<file path="src/include/cmt_regs.vh">
// Purpose: Offsets, field positions, reset values and timing counts for
//          the connection-management trigger and scrub register bank.
// Assumes: 8-bit control bus, 100 MHz device clock.
// Notes:   Definitions only.
//
// Notes on behaviour
// - Enabled trigger sets trigger_occurred and loads the trigger mode.
// - Scrub timer counts down; at zero scrub_timer_expired is set.
// - While scrub_timer_expired is set, configuration register is protected.
// - While trigger_occurred is set, current transmit state is protected.
// - Flag with its mask bit set raises connection service event.
// - Mask at 21h: bit 7 trigger mask, bit 6 scrub mask.
// - Threshold is 8 bits at 40.96 us per count, about 10 ms.
// - Scrub starts only on trigger with scrub-on-trigger enabled.
// - Threshold writes during a scrub affect only later scrubs.
// - Snapshot register reads upper eight bits of the running timer.
// - Writes to snapshot register are dropped and raise write reject.
// - Trigger definition selects trigger events and the mode entered.
// - Flag bits differing from compare copy are not written; inhibit set.
// - Reading the flags copies them into the compare register.
// - Scrub sends two invalid symbols, then scrub pairs until expiry.
`ifndef CMT_REGS_VH
`define CMT_REGS_VH

`define CMT_ADDR_COMPARE     8'h1f
`define CMT_ADDR_FLAGS       8'h20
`define CMT_ADDR_MASK        8'h21
`define CMT_ADDR_RSVD_LO     8'h22
`define CMT_ADDR_RSVD_HI     8'h23
`define CMT_ADDR_THRESHOLD   8'h24
`define CMT_ADDR_SNAPSHOT    8'h25
`define CMT_ADDR_TRIG_DEF    8'h26

`define CMT_BIT_TRIG         7
`define CMT_BIT_SCRUB        6

`define TDR_BIT_NOISE        7
`define TDR_BIT_QUIET        6
`define TDR_BIT_HALT         5
`define TDR_BIT_MASTER       4
`define TDR_BIT_SUPER_IDLE   3
`define TDR_MODE_MSB         2

`define CMT_RST_FLAGS        2'h0
`define CMT_RST_MASK         2'h0
`define CMT_RST_THRESHOLD    8'h00
`define CMT_RST_TRIG_DEF     8'h00

`define TM_ACTIVE            3'h0
`define TM_IDLE              3'h1
`define TM_OFF               3'h2
`define TM_RSVD_A            3'h3
`define TM_MASTER            3'h4
`define TM_HALT              3'h5
`define TM_QUIET             3'h6
`define TM_RSVD_B            3'h7

`define CLK_PERIOD_PS        10000
`define SCRUB_TICK_PS        40960000
`define SCRUB_TICK_CYC       ((`SCRUB_TICK_PS + `CLK_PERIOD_PS - 1) / `CLK_PERIOD_PS)
`define SCRUB_PRESCALE_BITS  12
`define SCRUB_INVALID_SYMS   2

`endif

</file>
<file path="src/cmt_trigger_scrub_control.v">
// Purpose: Connection-management trigger, scrub and event flag registers
//          on the device control bus.
// Assumes: Control bus strobes, line-state indications and symbol tick
//          come from logic on ref_clk_in, so none is synchronised here.
// Notes:   Read data appears one cycle after the read strobe.
`include "cmt_regs.vh"

module cmt_trigger_scrub_control
#(
   parameter THR_BITS = 8
)
(
   input  wire       ref_clk_in,
   input  wire       reset_n_in,
   input  wire [7:0] cb_addr_in,
   input  wire [7:0] cb_wdata_in,
   input  wire       cb_wr_in,
   input  wire       cb_rd_in,
   input  wire       enable_scrub_on_trigger_in,
   input  wire       noise_timer_expired_in,
   input  wire       quiet_state_in,
   input  wire       halt_state_in,
   input  wire       master_state_in,
   input  wire       super_idle_state_in,
   input  wire       symbol_tick_in,
   output wire [7:0] cb_rdata_out,
   output wire       connection_service_event_out,
   output wire       conditional_write_inhibit_out,
   output wire       write_reject_flag_out,
   output wire       config_protect_out,
   output wire       transmit_state_protect_out,
   output wire       mode_load_out,
   output wire [2:0] current_transmit_mode_out,
   output wire       quiet_symbols_out,
   output wire       scrub_invalid_out,
   output wire       scrub_pairs_out
);

   ////////////////////////////////////////////////////////////////////////
   // Local definitions

   localparam ST_IDLE    = 2'b00;
   localparam ST_INVALID = 2'b01;
   localparam ST_SCRUB   = 2'b10;

   // Modes that put quiet symbols on the line
   function is_quiet_mode;
      input [2:0] mode;
      begin
         case (mode)
            `TM_OFF:    is_quiet_mode = 1'b1;
            `TM_RSVD_A: is_quiet_mode = 1'b1;
            `TM_QUIET:  is_quiet_mode = 1'b1;
            `TM_RSVD_B: is_quiet_mode = 1'b1;
            default:    is_quiet_mode = 1'b0;
         endcase
      end
   endfunction

   // Pack the two condition bits into a byte; reserved bits read zero
   function [7:0] pack_flags;
      input [1:0] f;
      begin
         pack_flags = 8'h00;
         pack_flags[`CMT_BIT_TRIG]  = f[1];
         pack_flags[`CMT_BIT_SCRUB] = f[0];
      end
   endfunction

   ////////////////////////////////////////////////////////////////////////
   // Registers

   reg [1:0]          flags_ff;
   reg [1:0]          nxt_flags;
   reg [1:0]          compare_ff;
   reg [1:0]          nxt_compare;
   reg [1:0]          mask_ff;
   reg [THR_BITS-1:0] threshold_ff;
   reg [7:0]          trig_def_ff;
   reg [7:0]          rdata_ff;
   reg [7:0]          nxt_rdata;
   reg                cse_ff;
   reg                cwi_ff;
   reg                nxt_cwi;
   reg                wrej_ff;
   reg                load_ff;
   reg [2:0]          mode_ff;
   reg                quiet_ff;
   reg [4:0]          cond_q_ff;
   reg [1:0]          state_ff;
   reg [1:0]          nxt_state;
   reg [1:0]          inv_cnt_ff;
   reg [1:0]          nxt_inv_cnt;
   reg                inv_out_ff;
   reg                pairs_out_ff;

   wire [4:0]          cond_now;
   wire [4:0]          cond_rise;
   wire [4:0]          cond_en;
   wire                trigger;
   wire                scrub_start;
   wire                timer_running;
   wire                timer_expired;
   wire [THR_BITS-1:0] timer_upper;
   wire                wr_flags;
   wire                rd_flags;

   ////////////////////////////////////////////////////////////////////////
   // Trigger detection

   // Trigger on entry into a selected condition, not on its level, so a
   // long line state yields one trigger only
   assign cond_now  = {noise_timer_expired_in, quiet_state_in,
                       halt_state_in, master_state_in,
                       super_idle_state_in};
   assign cond_rise = cond_now & ~cond_q_ff;
   assign cond_en   = {trig_def_ff[`TDR_BIT_NOISE],
                       trig_def_ff[`TDR_BIT_QUIET],
                       trig_def_ff[`TDR_BIT_HALT],
                       trig_def_ff[`TDR_BIT_MASTER],
                       trig_def_ff[`TDR_BIT_SUPER_IDLE]};
   assign trigger   = |(cond_rise & cond_en);

   // Idle sequencer and stopped timer both required, so a trigger that
   // lands on the expiry edge cannot restart a scrub half-way
   assign scrub_start = trigger && enable_scrub_on_trigger_in &&
                        (state_ff == ST_IDLE) && !timer_running;

   assign wr_flags = cb_wr_in && (cb_addr_in == `CMT_ADDR_FLAGS);
   assign rd_flags = cb_rd_in && (cb_addr_in == `CMT_ADDR_FLAGS);

   ////////////////////////////////////////////////////////////////////////
   // Scrub timer

   scrub_timer
   #(
      .CNT_BITS (THR_BITS),
      .PRE_BITS (`SCRUB_PRESCALE_BITS)
   )
   u_scrub_timer
   (
      .ref_clk_in  (ref_clk_in),
      .reset_n_in  (reset_n_in),
      .start_in    (scrub_start),
      .load_in     (threshold_ff),
      .running_out (timer_running),
      .expired_out (timer_expired),
      .upper_out   (timer_upper)
   );

   ////////////////////////////////////////////////////////////////////////
   // Condition flags and compare copy

   always @*
   begin
      nxt_flags   = flags_ff;
      nxt_compare = compare_ff;
      nxt_cwi     = 1'b0;
      if (wr_flags)
      begin
         if (flags_ff[1] == compare_ff[1])
            nxt_flags[1] = cb_wdata_in[`CMT_BIT_TRIG];
         else
            nxt_cwi = 1'b1;
         if (flags_ff[0] == compare_ff[0])
            nxt_flags[0] = cb_wdata_in[`CMT_BIT_SCRUB];
         else
            nxt_cwi = 1'b1;
      end
      if (rd_flags)
         nxt_compare = flags_ff;
      // Hardware events win over a clear in the same cycle
      if (trigger)
         nxt_flags[1] = 1'b1;
      if (timer_expired)
         nxt_flags[0] = 1'b1;
   end

   ////////////////////////////////////////////////////////////////////////
   // Read mux

   always @*
   begin
      case (cb_addr_in)
         `CMT_ADDR_COMPARE:   nxt_rdata = pack_flags(compare_ff);
         `CMT_ADDR_FLAGS:     nxt_rdata = pack_flags(flags_ff);
         `CMT_ADDR_MASK:      nxt_rdata = pack_flags(mask_ff);
         `CMT_ADDR_THRESHOLD: nxt_rdata = threshold_ff;
         `CMT_ADDR_SNAPSHOT:  nxt_rdata = timer_upper;
         `CMT_ADDR_TRIG_DEF:  nxt_rdata = trig_def_ff;
         default:             nxt_rdata = 8'h00;
      endcase
   end

   ////////////////////////////////////////////////////////////////////////
   // Scrub sequencer

   always @*
   begin
      nxt_state   = state_ff;
      nxt_inv_cnt = inv_cnt_ff;
      case (state_ff)
         ST_IDLE:
         begin
            if (scrub_start)
            begin
               nxt_state   = ST_INVALID;
               nxt_inv_cnt = 2'h0;
            end
         end
         ST_INVALID:
         begin
            if (timer_expired)
               nxt_state = ST_IDLE;
            else if (symbol_tick_in)
            begin
               nxt_inv_cnt = inv_cnt_ff + 2'h1;
               if (inv_cnt_ff == `SCRUB_INVALID_SYMS - 1)
                  nxt_state = ST_SCRUB;
            end
         end
         ST_SCRUB:
         begin
            if (timer_expired)
               nxt_state = ST_IDLE;
         end
         default:
         begin
            nxt_state = ST_IDLE;
         end
      endcase
   end

   ////////////////////////////////////////////////////////////////////////
   // Clocked state

   always @(posedge ref_clk_in)
   begin
      if (!reset_n_in)
      begin
         flags_ff     <= `CMT_RST_FLAGS;
         compare_ff   <= `CMT_RST_FLAGS;
         mask_ff      <= `CMT_RST_MASK;
         threshold_ff <= `CMT_RST_THRESHOLD;
         trig_def_ff  <= `CMT_RST_TRIG_DEF;
         rdata_ff     <= 8'h00;
         cse_ff       <= 1'b0;
         cwi_ff       <= 1'b0;
         wrej_ff      <= 1'b0;
         load_ff      <= 1'b0;
         mode_ff      <= `TM_ACTIVE;
         quiet_ff     <= 1'b0;
         cond_q_ff    <= 5'h00;
         state_ff     <= ST_IDLE;
         inv_cnt_ff   <= 2'h0;
         inv_out_ff   <= 1'b0;
         pairs_out_ff <= 1'b0;
      end
      else
      begin
         flags_ff   <= nxt_flags;
         compare_ff <= nxt_compare;
         cwi_ff     <= nxt_cwi;
         cond_q_ff  <= cond_now;
         state_ff   <= nxt_state;
         inv_cnt_ff <= nxt_inv_cnt;
         cse_ff     <= |(nxt_flags & mask_ff);
         load_ff    <= trigger;
         wrej_ff    <= cb_wr_in && (cb_addr_in == `CMT_ADDR_SNAPSHOT);
         inv_out_ff   <= (nxt_state == ST_INVALID);
         pairs_out_ff <= (nxt_state == ST_SCRUB);
         if (cb_rd_in)
            rdata_ff <= nxt_rdata;
         if (trigger)
         begin
            mode_ff  <= trig_def_ff[`TDR_MODE_MSB:0];
            quiet_ff <= is_quiet_mode(trig_def_ff[`TDR_MODE_MSB:0]);
         end
         if (cb_wr_in)
         begin
            // Writes to 22h-23h and the snapshot are dropped
            case (cb_addr_in)
               `CMT_ADDR_MASK:
                  mask_ff <= {cb_wdata_in[`CMT_BIT_TRIG],
                              cb_wdata_in[`CMT_BIT_SCRUB]};
               `CMT_ADDR_THRESHOLD:
                  threshold_ff <= cb_wdata_in[THR_BITS-1:0];
               `CMT_ADDR_TRIG_DEF:
                  trig_def_ff <= cb_wdata_in;
               default:
                  mask_ff <= mask_ff;
            endcase
         end
      end
   end

   ////////////////////////////////////////////////////////////////////////
   // Outputs

   assign cb_rdata_out                  = rdata_ff;
   assign connection_service_event_out  = cse_ff;
   assign conditional_write_inhibit_out = cwi_ff;
   assign write_reject_flag_out         = wrej_ff;
   assign config_protect_out            = flags_ff[0];
   assign transmit_state_protect_out    = flags_ff[1];
   assign mode_load_out                 = load_ff;
   assign current_transmit_mode_out     = mode_ff;
   assign quiet_symbols_out             = quiet_ff;
   assign scrub_invalid_out             = inv_out_ff;
   assign scrub_pairs_out               = pairs_out_ff;

endmodule // cmt_trigger_scrub_control

</file>
<file path="src/scrub_timer.v">
// Purpose: Down-counting scrub timer with whole-tick prescale below the
//          visible count.
// Assumes: One clock; start is a one-cycle pulse.
// Notes:   The low bits act as the tick divider, so the upper bits fall
//          once per tick.
module scrub_timer
#(
   parameter CNT_BITS = 8,
   parameter PRE_BITS = 12
)
(
   input  wire                ref_clk_in,
   input  wire                reset_n_in,
   input  wire                start_in,
   input  wire [CNT_BITS-1:0] load_in,
   output wire                running_out,
   output wire                expired_out,
   output wire [CNT_BITS-1:0] upper_out
);

   localparam W = CNT_BITS + PRE_BITS;

   reg [W-1:0] count_ff;
   reg         run_ff;
   reg         exp_ff;

   assign running_out = run_ff;
   assign expired_out = exp_ff;
   assign upper_out   = count_ff[W-1:PRE_BITS];

   always @(posedge ref_clk_in)
   begin
      if (!reset_n_in)
      begin
         count_ff <= {W{1'b0}};
         run_ff   <= 1'b0;
         exp_ff   <= 1'b0;
      end
      else
      begin
         exp_ff <= 1'b0;
         if (start_in && !run_ff)
         begin
            // Threshold is sampled only here; later writes wait
            count_ff <= {load_in, {PRE_BITS{1'b0}}};
            run_ff   <= 1'b1;
         end
         else if (run_ff)
         begin
            if (count_ff == {W{1'b0}})
            begin
               run_ff <= 1'b0;
               exp_ff <= 1'b1;
            end
            else
            begin
               count_ff <= count_ff - {{(W-1){1'b0}}, 1'b1};
            end
         end
      end
   end

endmodule // scrub_timer

</file>
<file path="config.mk">
export PLATFORM = sky130hd
export DESIGN_NAME = cmt_trigger_scrub_control
export DESIGN_NICKNAME = d
export VERILOG_FILES = /design/src/cmt_trigger_scrub_control.v /design/src/scrub_timer.v
export VERILOG_INCLUDE_DIRS = /design/src /design/src/include
export SDC_FILE = /design/constraint.sdc
export NUM_CORES = 1
export LEC_CHECK = 0
export BUFFER_PORTS_ARGS = -buffer_cell sky130_fd_sc_hd__clkbuf_2
export CORE_ASPECT_RATIO = 0.6
export CORE_MARGIN = 1
export CORE_UTILIZATION = 45
export CTS_CLUSTER_DIAMETER = 60
export CTS_CLUSTER_SIZE = 10
export DETAILED_ROUTE_END_ITERATION = 16
export HOLD_SLACK_MARGIN = 0.1
export MAX_ROUTING_LAYER = met4
export PLACE_DENSITY = 0.64
export SYNTH_ARGS = -nofsm -noshare
export SYNTH_HDL_FRONTEND = slang
export SYNTH_SLANG_ARGS = --single-unit
</file>
<file path="constraint.sdc">
create_clock -name ref_clk_in -period 3.85 [get_ports ref_clk_in]
set_input_delay 0.77 -clock ref_clk_in [delete_from_list [all_inputs] [get_ports ref_clk_in]]
set_output_delay 0.77 -clock ref_clk_in [all_outputs]
set_load 0.01 [all_outputs]
</file>
== Word-level counts from Yosys, hierarchy flattened ==
Index checks and enable logic that the tools add are counted.

* Latch bits: 0
* Word-level logic and storage cells: 101
* Register bits after elaboration: 71
* Output and inout port bits: 20
* Memories kept: 0
* Memory bits (read-only): 0
* RAM bits: 0
* Bits of input ports: 27

* Add/sub/neg operators: 2
* Bitwise logic cells: 7
* Multiplexer cells: 26
* Div/mod/pow operators: 0
* Shift operators: 0
* Reduce and logical (&&, ||, !) cells: 24
* Order comparisons: 0
* Equal/unequal tests: 21
* $mul: 0

{| class="wikitable"
|+ Operators by type and width
! operator !! count
|-
| 2-to-1 mux 20 bit || 3
|-
| case mux 8 bit (6 select lines) || 1
|-
| == test 8 x 6 -> 1 bit (second input constant) || 5
|-
| zero test 20 bit || 1
|-
| subtractor 20 x 1 -> 20 bit (second input constant) || 1
|-
| 2-to-1 mux 2 bit || 9
|-
| AND reduction 2 bit || 6
|-
| 2-to-1 mux 1 bit || 11
|-
| AND 5 bit || 2
|-
| == test 8 x 5 -> 1 bit (second input constant) || 1
|-
| logical AND 1 bit || 7
|-
| == test 2 x 1 -> 1 bit (second input constant) || 3
|-
| == test 3 x 2 -> 1 bit (second input constant) || 2
|-
| == test 3 bit (second input constant) || 2
|-
| case mux 2 bit (3 select lines) || 1
|-
| NOT 5 bit || 1
|-
| OR reduction 5 bit || 1
|-
| == test 2 bit (second input constant) || 2
|-
| != test 2 x 1 -> 1 bit (second input constant) || 2
|-
| != test 2 bit (second input constant) || 2
|-
| case mux 2 bit (2 select lines) || 1
|-
| AND reduction 4 bit || 1
|-
| nonzero test 2 bit || 2
|-
| OR reduction 2 bit || 2
|-
| other kinds (8) || 11
|}

== Logic depth before layout (Yosys ltp) ==
Gate-level depths: netlist of run 1.

* Depth after elaboration: 10
* Mapped depth: 7

== Cells and area by module ==
From an unflattened synthesis of run 1, not the netlist that was laid out.

* Cells, all modules: 396
* Area, all modules: 3559.7 sq um

{| class="wikitable"
|+ By module, submodules not included
! module !! area each (sq um) !! sequential area each (sq um) !! cells an instance !! instances
|-
| cmt_trigger_scrub_control || 2279.7 || 980.9 || 243 || 1
|-
| scrub_timer || 1280.0 || 440.4 || 153 || 1
|}

== Least setup slack after synthesis of run 1 ==
No wires, ideal clock.

* Path type: input port to flip-flop
* From: input port cb_addr_in[1]
* To: register trig_def_ff[0]
* Arrival: 2.264 ns
* Library setup time: 0.128 ns
* Required time: 3.722 ns
* Stages: 6
* Setup slack: 1.459 ns
* Path through: clkbuf_1 > clkbuf_1 > nor3b_1 > buf_1 > mux2i_1 > nor2_1

* Longest elaborated chain between the ends: 2

{| class="wikitable"
|+ Ends and longest elaborated chain
! item !! line !! RTL
|-
| from (decl) || cmt_trigger_scrub_control.v:15 || <nowiki>input wire [7:0] cb_addr_in,</nowiki>
|-
| == test 8 x 6 -> 1 bit || cmt_trigger_scrub_control.v:282 || <nowiki>case (cb_addr_in)</nowiki>
|-
| AND reduction 2 bit (no source line) || - ||
|-
| to (signal assigned) || cmt_trigger_scrub_control.v:245 || <nowiki>trig_def_ff <= `CMT_RST_TRIG_DEF;</nowiki>
|-
| to (signal assigned) || cmt_trigger_scrub_control.v:289 || <nowiki>trig_def_ff <= cb_wdata_in;</nowiki>
|-
| to (decl) || cmt_trigger_scrub_control.v:79 || <nowiki>reg [7:0] trig_def_ff;</nowiki>
|}

Every way passes these cells.
A chain may end at the register's enable or synchronous reset.

== Worst setup path in the final report of run 1 ==
* From: register u_scrub_timer.count_ff[0]
* To: register u_scrub_timer.count_ff[1]

* Longest elaborated chain between the ends: 3
* Elaborated cells on any way between the ends: 4
* Classes of those cells: 1 x add/sub; 1 x bitwise; 2 x reduce/logical

{| class="wikitable"
|+ Ends and longest elaborated chain
! item !! line !! RTL
|-
| from (decl) || scrub_timer.v:23 || <nowiki>reg [W-1:0] count_ff;</nowiki>
|-
| from (signal assigned) || scrub_timer.v:35 || <nowiki>count_ff <= {W{1'b0}};</nowiki>
|-
| from (signal assigned) || scrub_timer.v:45 || <nowiki>count_ff <= {load_in, {PRE_BITS{1'b0}}};</nowiki>
|-
| from (signal assigned) || scrub_timer.v:57 || <nowiki>count_ff <= count_ff - {{(W-1){1'b0}}, 1'b1};</nowiki>
|-
| branches (longest 3 deep; another with subtractor 20 x 1 -> 20 bit) || - ||
|}

Several ways; the timed one is not identified.

==> results of run 1 <==
[cell families after synthesis]
kind of cell	after synthesis	synth area share [%]
and+or+nand+nor	139	22.6
AOI/OAI and AO/OA	74	15.2
DFF	71	42.5
muxes	37	11.3
buffers and inverters	36	5.31
xor gates and xnor gates	9	2.36
adders and majority gates	2	0.748
[metal layers]
layer	part of all wire, %	wire, um
met1	54	4330
met2	39	3130
met3	6.5	524
met4	0.76	61
met5	0	0
[stage by stage]
step                cells  setup slack (ns)  instance area, um^2  total power [mW]  hold WS [ns]
floorplan             368              1.46                 3340             0.796         0.439
global placement      497              1.30                 3610             0.825         0.469
detailed placement    497              1.19                 3610             0.826         0.470
CTS                   512              1.47                 3940              1.77         0.478
global route          512              1.28                 3940              1.81         0.508
finish                512              1.46                 3940              1.74         0.480
[area by class of cell]
cell class / count / area, um^2 / area share, %
multi-input combinational: 261 / 1740 / 44.2
sequential: 71 / 1420 / 36.1
timing repair buffer: 50 / 260 / 6.60
clock buffer: 9 / 225 / 5.71
tap: 100 / 125 / 3.17
clock inverter: 6 / 110 / 2.79
inverter: 15 / 56.3 / 1.43
[cell usage in the layout (no fill, tap or decap), types with 6 or more instances in the layout]
cell type  instances
a21oi_1           20
a31oi_1            7
and2_1             8
clkbuf_16          9
clkbuf_2          46
dfxtp_1           71
inv_1             15
mux2i_1           32
nand2_1           19
nand3_1            8
nor2_1            50
nor2b_1            8
nor3_1             6
o21ai_0           14
[state kept, by name, summed over array words and instances, names as in the netlist, 2 cells and up]
signal / count
flags_ff: 2
threshold_ff: 8
mask_ff: 2
current_transmit_mode_out: 3
cb_rdata_out: 8
inv_cnt_ff: 2
cond_q_ff: 5
state_ff: 2
u_scrub_timer.count_ff: 20
compare_ff: 2
trig_def_ff: 8
[worst paths after layout]
kind	startpoint	endpoint	slack [ns]	cells after the start
worst min register to register	mask_ff[0]$_SDFFE_PN0P_	mask_ff[0]$_SDFFE_PN0P_	0.48	2
worst min-delay path	mask_ff[0]$_SDFFE_PN0P_	mask_ff[0]$_SDFFE_PN0P_	0.48	2
worst max register to register	u_scrub_timer.count_ff[0]$_SDFFE_PP0P_	u_scrub_timer.count_ff[1]$_SDFFE_PP0P_	1.46	7
worst max-delay path	u_scrub_timer.count_ff[0]$_SDFFE_PP0P_	u_scrub_timer.count_ff[1]$_SDFFE_PP0P_	1.46	7
[worst reg2reg max path, cell delays in order, from the launching register on]
cell     delay [ns]
dfxtp_1        0.33
inv_1          0.10
ha_1           0.20
nor4b_1        0.42
nand4_2        0.37
o21ai_4        0.44
mux2_2         0.38
nor2_1         0.07
[power by group]
part / switching (mW) / internal (mW)
Combinational: 0.0428 / 0.0252
Sequential: 0.00344 / 0.740
Clock: 0.306 / 0.627
==> results.py, run 1 <==
metrics = {
    "power": {
        "p_leak_nw": 1.52,
        "pwr_density_cell_mw_per_mm2": 442,
        "vdd_drop_max_uv": 372,
    },
    "yosys": {
        "async_flop_share_pct": 0,
        "yosys.area.top_type": "dfxtp_1",
        "synth_area_mm2": 0.00334,
        "syn_avg_cell_area_um2": 9.08,
        "ys_top_cells_by_area": "dfxtp_1, mux2i_1, nor2_1",
        "synth_nets": 397,
        "ys_types": 63,
        "synth_top_area_share_pct": 42.5,
        "netlist_top_cells_count": "dfxtp_1, nor2_1, mux2i_1, a21oi_1, nand2_1",
        "yosysMostFrequentCell": "dfxtp_1",
        "synthFlopType": "dfxtp_1",
        "ys_seq_area_share_pct": 42.5,
        "syn_inst": 368,
        "synth-edff-count": 0,
        "yosysWarnings": 0,
        "ys_ff_latch": 71,
    },
    "drt": {
        "first_pass_iters": 4,
        "drcViolationCount": 0,
        "dr_total_vias": 2830,
        "viasPerCell": 5.53,
        "detail_route.wl_per_cell_um": 15.7,
        "initialDrtViolationCount": 202,
        "route.antenna.remaining_nets": 0,
        "wirelength_um": 8040,
    },
    "clock_tree": {
        "cts_tree": "yes",
        "cts_root_buf": "clkbuf_16",
        "clk_latency_ns": 0.33,
        "cts.htree.levels": 3,
        "post_cts_resize_count": 0,
        "cts.path.max_buffers": 2,
        "cts_buffers": 9,
        "path_clk_slew_ns": 0.06,
        "cts_setup_buffers": 0,
        "ctsHoldBuffers": 0,
        "clock-sinks": 71,
    },
    "timing": {
        "slew_headroom_pct": 42.2,
        "rsz0062_at_grt": "no",
        "drv_slew": 0,
        "fmax_mhz": 419,
        "skew_ns": 0.00567,
        "hold_viol_final": 0,
        "worst_pin_slew_ns": 0.862,
        "post-route-min-period_ns": 2.39,
        "fin_crit_sh_pct": 62.0,
        "finalSetupViolations": 0,
        "tns_ns": 0,
    },
    "grt": {
        "grt_use_total_pct": 23.0,
        "grt_util_met3_pct": 8.65,
        "grt_pass1_wl_um": 12800,
        "grt_overflow": 0,
        "antenna_found_initial": 0,
        "top_usage_layer": "met1",
        "grt_pass1_vias": 2532,
        "grt_util_met1_pct": 31.7,
        "grt_max_degree": 22,
        "globalRouteMet2Util_pct": 31.2,
    },
    "setup_path": {
        "crit_chain": "inv_1 > ha_1 > nor4b_1 > nand4_2 > o21ai_4 > mux2_2 > nor2_1",
        "cp_num_buf_inv": 1,
        "crit_arrival_ns": 2.65,
        "crit_slowest_cell": "o21ai_4",
        "max_stage_delay_ns": 0.44,
        "cp_max_fo": 10,
        "crit_type": "reg2reg",
        "cp-end-kind": "register",
        "cp-start-kind": "register",
        "cp_data_required_time_ns": 4.11,
        "crit_family": "simple AND/OR/NAND/NOR gates",
    },
    "flow_run": {
        "drv_cap": 0,
    },
    "floorplanning": {
        "fp.dieW_um": 113,
        "core_area_mm2": 0.00694,
        "die_area_mm2": 0.00779,
        "die_h_um": 68.8,
        "rows": 23,
        "ios": 47,
        "start_util_pct": 48.2,
    },
    "finish": {
        "fill_cells": 644,
        "utilization_pct": 56.8,
        "layout-drive-gt1-share_pct": 20.1,
        "num-nets-final": 437,
        "area_growth_pct": 17.9,
        "diodes": 0,
    },
    "placement": {
        "port_buffers": 46,
        "place_congestion": 0.833,
        "post-dp-hpwl_um": 5720,
    },
    "run_status": {
        "status": "completed",
    },
    "min_path": {
        "hp-class": "reg2reg",
    },
}
No activity file was read; power rests on OpenSTA's default activity.
==> run 2: changes to the inputs <==
--- a/config.mk
+++ b/config.mk
@@ -6,6 +6,7 @@
 export SDC_FILE = /design/constraint.sdc
 export NUM_CORES = 1
 export LEC_CHECK = 0
+export ABC_AREA = 1
 export BUFFER_PORTS_ARGS = -buffer_cell sky130_fd_sc_hd__clkbuf_2
 export CORE_ASPECT_RATIO = 0.6
 export CORE_MARGIN = 1
@@ -15,7 +16,7 @@
 export DETAILED_ROUTE_END_ITERATION = 16
 export HOLD_SLACK_MARGIN = 0.1
 export MAX_ROUTING_LAYER = met4
-export PLACE_DENSITY = 0.64
+export PLACE_DENSITY = 0.66
 export SYNTH_ARGS = -nofsm -noshare
 export SYNTH_HDL_FRONTEND = slang
 export SYNTH_SLANG_ARGS = --single-unit
==> constraint.sdc (replaced) <==
create_clock -name ref_clk_in -period 2 [get_ports ref_clk_in]
set_input_delay 0.4 -clock ref_clk_in [delete_from_list [all_inputs] [get_ports ref_clk_in]]
set_output_delay 0.4 -clock ref_clk_in [all_outputs]
set_load 0.01 [all_outputs]
==> results.py, run 2 <==
metrics = {
    "run_status": {
        "status": "completed",
    },
    "clock_tree": {
        "cts.path.max_buffers": 2,
        "path_clk_slew_ns": 0.05,
        "cts_buffers": 9,
        "clock-sinks": 71,
        "ctsHoldBuffers": 0,
        "clk_latency_ns": 0.33,
        "cts_setup_buffers": 0,
        "cts_root_buf": "clkbuf_16",
        "cts.htree.levels": 3,
        "cts_tree": "yes",
        "post_cts_resize_count": 0,
    },
    "grt": {
        "grt_use_total_pct": 23.8,
        "antenna_found_initial": 0,
        "grt_max_degree": 26,
        "grt_overflow": 0,
        "grt_pass1_wl_um": 14400,
        "grt_pass1_vias": 2948,
    },
    "timing": {
        "slew_headroom_pct": 64.4,
        "drv_slew": 0,
        "finalSetupViolations": 0,
        "fmax_mhz": 549,
        "setup_ws_ns": 0.179,
        "holdWs_ns": 0.264,
        "rsz0062_at_grt": "no",
        "tns_ns": 0,
        "worst_pin_slew_ns": 0.532,
        "fin_crit_sh_pct": 91.0,
        "skew_ns": 0.00552,
        "post-route-min-period_ns": 1.82,
        "hold_viol_final": 0,
    },
    "drt": {
        "viasPerCell": 5.11,
        "wirelength_um": 8630,
        "drcViolationCount": 0,
        "detail_route.wl_per_cell_um": 13.0,
        "dr_total_vias": 3393,
        "initialDrtViolationCount": 234,
        "first_pass_iters": 4,
        "route.antenna.remaining_nets": 0,
    },
    "yosys": {
        "ys_ff_latch": 71,
        "yosysWarnings": 0,
        "ys_seq_area_share_pct": 40.1,
        "synth_nets": 536,
        "synth_area_mm2": 0.00354,
        "async_flop_share_pct": 0,
        "syn_inst": 507,
        "synthFlopType": "dfxtp_1",
        "yosysMostFrequentCell": "nand2_1",
        "syn_avg_cell_area_um2": 6.99,
        "ys_top_cells_by_area": "dfxtp_1, nand2_1, inv_1",
        "netlist_top_cells_count": "nand2_1, dfxtp_1, inv_1, nor2_1, a21oi_1",
        "ys_types": 40,
        "synth-edff-count": 0,
        "synth_top_area_share_pct": 40.1,
        "yosys.area.top_type": "dfxtp_1",
    },
    "setup_path": {
        "crit_path_end": "u_scrub_timer.count_ff[16]$_SDFFE_PN0P_",
        "cp-start-kind": "register",
        "crit_type": "reg2reg",
        "worst-r2r-setup-slack_ns": 0.18,
        "max_stage_delay_ns": 0.32,
        "crit_arrival_ns": 2.05,
        "cp-startpoint": "u_scrub_timer.count_ff[0]$_SDFFE_PP0P_",
        "crit-reg2reg-launch": "u_scrub_timer.count_ff[0]$_SDFFE_PP0P_",
        "cp_max_fo": 19,
        "reg2reg_depth": 11,
        "crit_slowest_cell": "dfxtp_1",
        "timing.rr.end": "u_scrub_timer.count_ff[16]$_SDFFE_PN0P_",
        "cp_common_cell": "nand2_1",
        "cp_data_required_time_ns": 2.23,
        "crit_chain": "inv_1 > ha_1 > nand2_1 > nor2_2 > nand3_4 > nand2_4 > inv_2 > nand2_1 > nand3_1 > nand2_1 > inv_1",
        "cp-end-kind": "register",
    },
    "floorplanning": {
        "die_area_mm2": 0.00825,
        "rows": 24,
        "fp.dieW_um": 117,
        "start_util_pct": 47.6,
        "die_h_um": 70.7,
        "core_area_mm2": 0.00745,
        "ios": 47,
    },
    "flow_run": {
        "drv_cap": 0,
    },
    "placement": {
        "port_buffers": 46,
        "place_congestion": 0.903,
        "dpl_worst_slack_ns": 0.195,
        "post-dp-hpwl_um": 6470,
    },
    "finish": {
        "fill_cells": 719,
        "largest_reg_flops": 20,
        "layout-drive-gt1-share_pct": 16.6,
        "utilization_pct": 56.5,
        "final_common_cell": "nand2_1",
        "diodes": 0,
        "largest-register": "u_scrub_timer.count_ff",
        "num-nets-final": 584,
        "final_cell_mix": "nand2_1, dfxtp_1, inv_1, nor2_1, a21oi_1",
        "area_growth_pct": 18.6,
    },
    "power": {
        "pwr_density_cell_mw_per_mm2": 783,
        "vdd_drop_max_uv": 492,
        "p_leak_nw": 1.93,
        "power.total_mw": 3.29,
    },
    "min_path": {
        "hp-class": "in2reg",
    },
}
==> run 2: layout make-up <==
type	count	area [um^2]	share of cell area, %
inverters	71	267	6.34
multi-input cells	349	1770	42.0
repair buffers	53	295	7.02
clock inverters	3	65.1	1.55
flip-flops and latches	71	1420	33.8
clock buffers	13	260	6.19
well taps	104	130	3.10
==> run 2: kinds of logic (layout without fill, tap and decap cells) <==
kind of cell / after synthesis / after routing / synth area share, %
flops: 71 / 71 / 40.1
simple gates: 245 / 245 / 32.7
compound gates: 95 / 95 / 14.7
buf+inv: 87 / 140 / 10.1
fa+ha+maj: 2 / 2 / 0.706
xor+xnor: 7 / 7 / 1.73
==> run 2: metrics by stage <==
step / instance area, um^2 / instances
after floorplan: 3540 / 507
after global placement: 3880 / 648
after detailed placement: 3880 / 648
after CTS: 4200 / 664
after global routing: 4200 / 664
final: 4200 / 664
==> run 2: how the worst min path moves through the flow <==
stage          depth (start not counted)                                        end                                      start  slack [ns]
2_1_floorplan                          2                trig_def_ff[6]$_SDFFE_PN0P_                trig_def_ff[6]$_SDFFE_PN0P_        0.44
3_3_place_gp                           2  current_transmit_mode_out[1]$_SDFFE_PN0N_  current_transmit_mode_out[1]$_SDFFE_PN0N_        0.45
3_5_place_dp                           2               cb_rdata_out[1]$_SDFFE_PN0P_               cb_rdata_out[1]$_SDFFE_PN0P_        0.46
4_1_cts                                3                    cond_q_ff[3]$_SDFF_PN0_                             quiet_state_in        0.25
5_1_grt                                3                    cond_q_ff[3]$_SDFF_PN0_                             quiet_state_in        0.27
6_report                               3                    cond_q_ff[3]$_SDFF_PN0_                             quiet_state_in        0.26
==> run 2: critical path, delay by kind of cell (launching register included) <==
kind                       cells  cell delay (ns)
and+or+nand+nor                7             0.82
buffers and inverters          3             0.33
DFF                            1             0.32
adders and majority gates      1             0.23
==> run 2: metal layers <==
| layer | wire [um] | vias to the layer above | global-route usage, % |
|---|---|---|---|
| li1 | - | 1755 | - |
| met1 | 4500 | 1518 | 35.3 |
| met2 | 3420 | 118 | 30.2 |
| met3 | 680 | 2 | 7.80 |
| met4 | 23 | 0 | 6.05 |
| met5 | 0 | - | - |
==> run 2: report_power, final <==
| group | internal, mW | switching (mW) |
|---|---|---|
| logic | 0.0424 | 0.0852 |
| clock network | 1.16 | 0.576 |
| registers | 1.42 | 0.00379 |
| total | 2.62 | 0.665 |
